**src/fwsr_params.svh**
```systemverilog
`ifndef FWSR_PARAMS_SVH
`define FWSR_PARAMS_SVH

// Register offsets (byte addresses)
`define FWSR_OFF_CTRL    12'h000
`define FWSR_OFF_ADDR    12'h004
`define FWSR_OFF_EXPECT  12'h008
`define FWSR_OFF_STATUS  12'h00c

// Control fields
`define FWSR_CTRL_START  0
`define FWSR_CTRL_TOGGLE 1
`define FWSR_CTRL_ERASE  2

// Status fields
`define FWSR_ST_BUSY     0
`define FWSR_ST_DONE     1
`define FWSR_ST_FAIL     2
`define FWSR_ST_RECHECK  3
`define FWSR_ST_BYTE_LO  8

// Flash data bit positions
`define FWSR_POLL_BIT    7
`define FWSR_TOGGLE_BIT  6
`define FWSR_FAIL_BIT    5

// Reset command byte
`define FWSR_CMD_RESET   8'hf0

// Timing in ns, clock period in ns
`define FWSR_CLK_NS      5
`define FWSR_T_ACC_NS    150
`define FWSR_T_GAP_NS    20
`define FWSR_T_WP_NS     35

`endif

```
**src/fwsr_pkg.sv**
```systemverilog
package fwsr_pkg;

  typedef enum logic [3:0] {
    FWSR_IDLE = 4'b0001,
    FWSR_RD   = 4'b0010,
    FWSR_GAP  = 4'b0100,
    FWSR_WR   = 4'b1000
  } fwsr_state_e;

  typedef struct packed {
    fwsr_state_e st;
    logic [5:0]  cnt;
    logic        toggle_mode;
    logic        erase;
    logic [18:0] poll_addr;
    logic [7:0]  expect_data;
    logic        busy;
    logic        done;
    logic        fail;
    logic        first;
    logic        recheck;
    logic        final_rd;
    logic        prev6;
    logic [1:0]  nreads;
    logic [7:0]  rdata;
    logic        ce_n;
    logic        oe_n;
    logic        we_n;
    logic        dq_oe_n;
    logic [7:0]  dq_out;
    logic [18:0] addr;
    logic        pready;
    logic        pslverr;
    logic [31:0] prdata;
  } fwsr_state_s;

endpackage

```
**src/fwsr_host.sv**
```systemverilog
// Functional notes
// - Host polls the completion bit at the address being programmed.
// - Host polls erase status at an address inside a selected sector.
// - Poll bit may change alone; after true data take data on later reads.
// - Host re-reads the poll bit after seeing the timing failure bit set.
// - Host reads status twice and compares; unchanged means finished.
// - Still toggling: check failure bit, recheck; toggling means reset command.
// - After pausing, host restarts the toggle check from its first step.
// - After any timing failure the host writes the reset command.
//
// Implementation choices: the register offsets and the APB interface to the registers.
`timescale 1ns/100ps
`include "fwsr_params.svh"

module fwsr_host #(
  parameter int T_ACC_NS = `FWSR_T_ACC_NS,
  parameter int T_GAP_NS = `FWSR_T_GAP_NS,
  parameter int T_WP_NS  = `FWSR_T_WP_NS
) (
  // Clock and reset
  input  wire logic        clk,
  input  wire logic        rst,
  // APB slave
  input  wire logic        psel,
  input  wire logic        penable,
  input  wire logic        pwrite,
  input  wire logic [11:0] paddr,
  input  wire logic [31:0] pwdata,
  output logic             pready,
  output logic             pslverr,
  output logic [31:0]      prdata,
  // Flash pins
  output logic             flash_ce_n,
  output logic             flash_oe_n,
  output logic             flash_we_n,
  output logic [18:0]      flash_addr,
  output logic [7:0]       flash_dq_out,
  output logic             flash_dq_oe_n,
  input  wire logic [7:0]  flash_dq_in
);
  import fwsr_pkg::*;

  localparam logic [5:0] RD_CYC  = 6'((T_ACC_NS + `FWSR_CLK_NS - 1) / `FWSR_CLK_NS);
  localparam logic [5:0] GAP_CYC = 6'((T_GAP_NS + `FWSR_CLK_NS - 1) / `FWSR_CLK_NS);
  localparam logic [5:0] WP_CYC  = 6'((T_WP_NS + `FWSR_CLK_NS - 1) / `FWSR_CLK_NS);

  fwsr_state_s s;
  fwsr_state_s next_s;

  // Bit 7 value that means the operation is over: erased cells read 1
  function automatic logic poll_target(input logic erase, input logic [7:0] expect_data);
    return erase ? 1'b1 : expect_data[`FWSR_POLL_BIT];
  endfunction

  function automatic fwsr_state_s start_read(input fwsr_state_s x);
    fwsr_state_s y;
    y       = x;
    y.st    = FWSR_RD;
    y.cnt   = 6'h00;
    y.ce_n  = 1'b0;
    y.oe_n  = 1'b0;
    y.addr  = x.poll_addr;
    return y;
  endfunction

  logic access;
  logic matched;
  logic same6;
  assign access  = psel && penable && !s.pready;
  assign matched = s.rdata[`FWSR_POLL_BIT] == poll_target(s.erase, s.expect_data);
  assign same6   = s.rdata[`FWSR_TOGGLE_BIT] == s.prev6;

  always_comb begin
    next_s         = s;
    next_s.pready  = 1'b0;
    next_s.pslverr = 1'b0;
    // Register bus; answer lands one cycle into the access phase
    if (access) begin
      next_s.pready = 1'b1;
      next_s.prdata = 32'h0000_0000;
      unique case (paddr)
        `FWSR_OFF_CTRL: begin
          next_s.prdata = {29'h0, s.erase, s.toggle_mode, 1'b0};
          if (pwrite) begin
            next_s.toggle_mode = pwdata[`FWSR_CTRL_TOGGLE];
            next_s.erase       = pwdata[`FWSR_CTRL_ERASE];
            if (pwdata[`FWSR_CTRL_START]) begin
              // A start always begins at the first step, even over a running check
              next_s          = start_read(next_s);
              next_s.busy     = 1'b1;
              next_s.done     = 1'b0;
              next_s.fail     = 1'b0;
              next_s.first    = 1'b1;
              next_s.recheck  = 1'b0;
              next_s.final_rd = 1'b0;
              next_s.nreads   = 2'h0;
              next_s.we_n     = 1'b1;
              next_s.dq_oe_n  = 1'b1;
            end
          end
        end
        `FWSR_OFF_ADDR: begin
          next_s.prdata = {13'h0, s.poll_addr};
          if (pwrite && !s.busy) begin
            next_s.poll_addr = pwdata[18:0];
          end
        end
        `FWSR_OFF_EXPECT: begin
          next_s.prdata = {24'h0, s.expect_data};
          if (pwrite && !s.busy) begin
            next_s.expect_data = pwdata[7:0];
          end
        end
        `FWSR_OFF_STATUS: begin
          next_s.prdata = {16'h0, s.rdata, 4'h0, s.recheck, s.fail, s.done, s.busy};
        end
        default: begin
          next_s.pslverr = 1'b1;
        end
      endcase
    end
    // Flash side; a start on the bus above takes priority
    if (!(access && pwrite && paddr == `FWSR_OFF_CTRL && pwdata[`FWSR_CTRL_START])) begin
      unique case (s.st)
        FWSR_IDLE: begin
          next_s.cnt = 6'h00;
        end
        FWSR_RD: begin
          next_s.cnt = s.cnt + 6'h01;
          if (s.cnt == RD_CYC - 6'h01) begin
            next_s.rdata = flash_dq_in;
            next_s.ce_n  = 1'b1;
            next_s.oe_n  = 1'b1;
            next_s.cnt   = 6'h00;
            next_s.st    = FWSR_GAP;
            if (s.nreads != 2'h3) begin
              next_s.nreads = s.nreads + 2'h1;
            end
          end
        end
        FWSR_GAP: begin
          next_s.cnt = s.cnt + 6'h01;
          if (s.cnt == GAP_CYC - 6'h01) begin
            next_s = start_read(next_s);
            if (s.final_rd) begin
              // Byte of the read after the status settled is the array data
              next_s.st   = FWSR_IDLE;
              next_s.ce_n = 1'b1;
              next_s.oe_n = 1'b1;
              next_s.busy = 1'b0;
              next_s.done = 1'b1;
            end else if (!s.toggle_mode) begin
              if (matched) begin
                next_s.final_rd = 1'b1;
              end else if (s.recheck) begin
                next_s.st = FWSR_WR;
              end else if (s.rdata[`FWSR_FAIL_BIT]) begin
                next_s.recheck = 1'b1;
              end
            end else begin
              next_s.prev6 = s.rdata[`FWSR_TOGGLE_BIT];
              next_s.first = 1'b0;
              if (s.first) begin
                next_s.final_rd = 1'b0;
              end else if (same6) begin
                next_s.final_rd = 1'b1;
              end else if (s.recheck) begin
                next_s.st = FWSR_WR;
              end else if (s.rdata[`FWSR_FAIL_BIT]) begin
                next_s.recheck = 1'b1;
              end
            end
            if (next_s.st == FWSR_WR) begin
              // Failure leaves the device in status mode until it sees this command
              next_s.fail    = 1'b1;
              next_s.ce_n    = 1'b0;
              next_s.oe_n    = 1'b1;
              next_s.we_n    = 1'b0;
              next_s.dq_oe_n = 1'b0;
              next_s.dq_out  = `FWSR_CMD_RESET;
            end
          end
        end
        FWSR_WR: begin
          next_s.cnt = s.cnt + 6'h01;
          if (s.cnt == WP_CYC - 6'h01) begin
            next_s.st      = FWSR_IDLE;
            next_s.ce_n    = 1'b1;
            next_s.we_n    = 1'b1;
            next_s.dq_oe_n = 1'b1;
            next_s.busy    = 1'b0;
            next_s.done    = 1'b1;
          end
        end
        default: begin
          next_s.st = FWSR_IDLE;
        end
      endcase
    end
  end

  always_ff @(posedge clk) begin
    if (rst) begin
      s         <= '0;
      s.st      <= FWSR_IDLE;
      s.ce_n    <= 1'b1;
      s.oe_n    <= 1'b1;
      s.we_n    <= 1'b1;
      s.dq_oe_n <= 1'b1;
      s.first   <= 1'b1;
    end else begin
      s <= next_s;
    end
  end

  assign pready        = s.pready;
  assign pslverr       = s.pslverr;
  assign prdata        = s.prdata;
  assign flash_ce_n    = s.ce_n;
  assign flash_oe_n    = s.oe_n;
  assign flash_we_n    = s.we_n;
  assign flash_addr    = s.addr;
  assign flash_dq_out  = s.dq_out;
  assign flash_dq_oe_n = s.dq_oe_n;
endmodule

```
**config.mk**
```make
export PLATFORM = sky130hd
export DESIGN_NAME = fwsr_host
export DESIGN_NICKNAME = d
export VERILOG_FILES = /design/src/fwsr_pkg.sv /design/src/fwsr_host.sv
export VERILOG_INCLUDE_DIRS = /design/src /design/src/src
export SDC_FILE = /design/constraint.sdc
export NUM_CORES = 1
export LEC_CHECK = 0
export BUFFER_PORTS_ARGS = -buffer_cell sky130_fd_sc_hd__buf_2
export CAP_MARGIN = 15
export CORE_UTILIZATION = 45
export CTS_CLUSTER_SIZE = 14
export DETAILED_ROUTE_END_ITERATION = 16
export GPL_TIMING_DRIVEN = 0
export PLACE_DENSITY = 0.81
export SYNTH_ARGS = -nofsm -noshare
export SYNTH_HDL_FRONTEND = slang
export SYNTH_SLANG_ARGS = --single-unit
export TNS_END_PERCENT = 20
```
**constraint.sdc**
```tcl
create_clock -name clk -period 2.2 [get_ports clk]
set_clock_uncertainty 0.05 [all_clocks]
set_input_delay 0.11 -clock clk [delete_from_list [all_inputs] [get_ports clk]]
set_output_delay 0.11 -clock clk [all_outputs]
set_load 0.02 [all_outputs]
```
# Word-level counts from Yosys, hierarchy flattened
# Cells that the tools add are included.
op_classes:
  add_sub_neg: 2
  eq_ne: 14
  n_mux: 56
  n_reduce_logical: 10
op_table:
  columns: ["cell", "n"]
  rows:
  - ["$mux 121", 5]
  - ["$pmux 32 s4", 1]
  - ["$mux 61", 1]
  - ["$mux 49", 1]
  - ["$mux 4", 11]
  - ["$pmux 19 s2", 1]
  - ["$mux 12", 3]
  - ["$mux 29", 1]
  - ["$eq 12x4->1 const B", 2]
  - ["$pmux 6 s4", 1]
  - ["$pmux 10 s2", 1]
  - ["$mux 19", 1]
  - ["$pmux 4 s4", 1]
  - ["$pmux 8 s2", 1]
  - ["$mux 1", 13]
  - ["$eq 12x3->1 const B", 1]
  - ["$logic_not 12->1", 1]
  - ["$mux 2", 6]
  - ["$mux 10", 1]
  - ["$eq 4x4->1 const B", 2]
  - ["$mux 8", 1]
  - ["$pmux 2 s2", 2]
  - ["$add 6x1->6 const B", 1]
  - ["$eq 6x2->1 const B", 1]
  - ["14 further kinds", 22]
totals:
  reg_bits: 121
  in_bits: 57
  output_inout_bits: 65
  elab_cells: 106

# Depth between registers and ports, before layout
logic_depth:
  ltp_word: 14
  mapped_depth: 9
  mapped_depth_nobuf: 7

# Worst setup path before layout
# OpenSTA, ideal clock, no wires.
synth_timing:
  path_kind: "flip-flop to flip-flop"
  from: "register s (netlist bit pready)"
  to: "register s (netlist bit flash_addr[1])"
  t_arrival_ns: 2.125
  path_slack_ns: -0.035
  stages_incl_launch_ff: 9
  n_path_buf: 3
  path_cell_list: "dfxtp_1 and3b_1 clkbuf_1 and3_1 and4_1 clkbuf_1 a21oi_1 buf_2 o221a_1"
synth_via:
  elab_chain_cells: 6
synth_rtl:
  columns: ["item", "line_no", "rtl"]
  rows:
  - ["from (decl)", "fwsr_host.sv:47", "fwsr_state_s s;"]
  - ["from (signal assigned)", "fwsr_host.sv:212", "s <= next_s;"]
  - ["$logic_not 1->1 *", "fwsr_host.sv:69", "assign access = psel && penable && !s.pready;"]
  - ["$logic_and 1x1->1 *", "fwsr_host.sv:69", null]
  - ["$mux 121 / $logic_and 1x1->1 (equally long branches)", "fwsr_host.sv:78, fwsr_host.sv:123", null]
  - ["$mux 121 / $logic_and 1x1->1 (equally long branches)", null, null]
  - ["$mux 61 / $logic_and 1x1->1 (equally long branches)", "fwsr_host.sv:124, fwsr_host.sv:123", null]
  - ["$mux 121 *", "fwsr_host.sv:123", "if (!(access && pwrite && paddr == `FWSR_OFF_CTRL && pwdata[`FWSR_CTRL_START])) begin"]
# Every way passes the cells marked *; elsewhere a longest branch is shown, timed or not.
# A chain may end at the register's enable or synchronous reset.

# Final worst setup path
layout_timing:
  from: "register s[114] (netlist name)"
  to: "register s (netlist bit flash_addr[13])"
layout_via:
  elab_chain_cells: 4
layout_rtl:
  columns: ["item", "line_no", "rtl"]
  rows:
  - ["$eq 6x2->1", "fwsr_host.sv:143", "if (s.cnt == GAP_CYC - 6'h01) begin"]
  - ["$mux 121", "fwsr_host.sv:143", null]
  - ["$mux 61", "fwsr_host.sv:124", "unique case (s.st)"]
  - ["$mux 121", "fwsr_host.sv:123", null]
# Every way passes these cells.

==> results_dict.tcl <==
set metrics [dict create \
    ys_seq_elements 99 \
    drt_iter0_drc 366 \
    fin_cells 837 \
    cts_tree "built" \
    peakVddDrop_mv 0.417 \
    dpl.hpwl_um 8970 \
    rsz0062_at_grt "true" \
    leakage_nw 2.65 \
    grt_use_total 0.223 \
    period_needed_ns 2.31 \
    gp_congestion 0.884 \
    dieWidth_um 105 \
    cp_top_family "simple AND/OR/NAND/NOR gates" \
    grt_overflow 0 \
    wl_met3_um 925 \
    synth.distinct_cells 60 \
    grt_pass1_wl_um 19500 \
    rows 37 \
    routedWlPerCell_um 14.8 \
    violations "negative setup slack" \
    place_ws_ns -0.425 \
    fin_tns_setup_ns -1.70 \
    crit_chain "or3_4, buf_6, or4_4, o21a_1, buf_6, buf_12, a21oi_1, o221a_2" \
    cts-root-buf "clkbuf_8" \
    status "finished, violations left" \
    clock_sinks 99 \
    setup_viol 20 \
    slowest_stage "or4_4" \
    yosys_warnings 0 \
    crit_path_max_incr_delay_ns 0.58 \
    power_density_nw_per_um2 532 \
    core_sq_um 10300 \
    ant_nets 0 \
    dr_total_vias 4412 \
    drc_errors 0 \
    wirelength_um 12400 \
    htree_levels 3 \
    max-slew-margin-rel 0.490 \
    critPathLaunchType "register" \
    tightest_slew_ns 0.765 \
    drive_above_1_share 0.340 \
    antenna_cells 0 \
    initial_core_util 0.463 \
    ys.flop_type "dfxtp_1" \
    end_kind "register" \
    cpMostUsedCell "buf_6" \
    holdWs_ns 0.134 \
    async_flop_share 0 \
    insertion_delay_ns 0.38 \
    synth_edf_count 0 \
    area_delta_synth_final_pct 28.7 \
    final_common_cell "dfxtp_1" \
    arrival_ns 2.59 \
    wl_met1_um 5130 \
    cp_num_buf_inv 3 \
    dieArea_sq_um 11000 \
    fin_util 0.596 \
    avgSynthCellArea_sq_um 8.70 \
    grt_max_degree 18 \
    place_area_sq_um 5440 \
    drt_pre_antenna_iters 5 \
    numCtsBuffers 9 \
    setup_ws_ns -0.112 \
    slew_viol_final 0 \
    hold_viol 0 \
    required_ns 2.48 \
    drv_cap 0 \
    clock.fmax_mhz 433 \
    placed_cells 788 \
    final_cell_mix "dfxtp_1 (96), buf_2 (91), buf_4 (67)" \
    final_nets 756 \
    worstPathMaxFanout 7 \
    highest_layer "met4" \
    synth_seq_area_share 0.417 \
    routed-wl-met2_um 6140 \
    period_share 1.05 \
    synth_cells 547 \
    critPathKind "reg -> reg" \
    clkTransAtPathRegs_ns 0.10 \
    power_mw 3.26 \
    synth_area_sq_um 4760 \
    hp-class "in -> reg" \
    die_y_um 105 \
    viasPerCell 5.27 \
    final_cell_area_sq_um 6120 \
    antenna_found_initial 0 \
    port_buffers 89 \
    grt_pass1_vias 4031 \
    clockBufferDepth 2 \
    ios 122 \
]
-- kinds of logic (layout without fill, tap and decap cells) --
kind of cell | after synthesis | in the layout | synth area share
adder cells (fa/ha/maj) | 3 | 3 | 0.00789
other | 1 | 17 | 0.000788
AO/OA/AOI/OAI | 130 | 130 | 0.191
buffers and inverters | 118 | 256 | 0.144
multiplexers | 30 | 30 | 0.0710
XOR/XNOR | 2 | 2 | 0.00368
flip-flops | 99 | 99 | 0.417
AND/OR/NAND/NOR | 164 | 164 | 0.165
-- repair_timing --
action,4_1_cts,5_1_grt
endpoints found under the hold margin,47,0
gates resized for setup,13,22
setup buffers,1,7
hold buffers,27,0
endpoints found under the setup margin,52,46
pin swaps,1,9
-- path summary, 6_finish.rpt --
kind               start        endpoint  slack (ns)  cells after the start
hold / removal       rst          s[115]        0.13                      3
setup reg to reg  s[114]  flash_addr[13]       -0.11                      8
setup / recovery  s[114]  flash_addr[13]       -0.11                      8
hold reg to reg    s[79]           s[79]        0.41                      2
-- worst min-delay path: stages --
cell,delay [ns]
buf_2,0.14
or2_2,0.22
a31oi_1,0.05
-- synth_stat cells, types with 10 or more instances --
master | count | area [sq um]
dfxtp_1 | 99 | 1980
buf_4 | 59 | 443
a21oi_1 | 54 | 270
nand2_1 | 53 | 199
nor2_1 | 49 | 184
inv_1 | 27 | 101
clkbuf_1 | 22 | 82.6
mux2i_1 | 18 | 180
a22oi_1 | 15 | 113
nand3_1 | 13 | 65.1
o221a_1 | 12 | 135
a21oi_2 | 10 | 87.6
mux2_2 | 10 | 113
nor3_1 | 10 | 50.1
-- registers in the layout, summed over array words and instances, names as in the netlist --
name	count
flash_we_n	1
flash_dq_out	1
s	54
flash_oe_n	1
flash_addr	19
pslverr	1
pready	1
prdata	19
flash_ce_n	1
flash_dq_oe_n	1
-- per-layer routing --
layer  track usage  up-vias
li1              -     2112
met1         0.281     2093
met2         0.388      185
met3        0.0449       22
met4        0.0573        0
met5             0        -
-- report_power, final --
part           internal [mW]  switching (mW)  total [mW]
combinational         0.0976           0.134       0.231
sequential              1.79        0.000602        1.79
clock                  0.568           0.667        1.23
-- cell type report --
cell class	instances	area, sq um
Fill cell	882	4160
Multi-Input combinational cell	346	2260
Sequential cell	99	1990
Timing Repair Buffer	124	788
Buffer	89	603
Tap cell	136	170
Clock buffer	10	138
Inverter	27	101
Clock inverter	6	73.8
(Power assumes the default switching activity.)
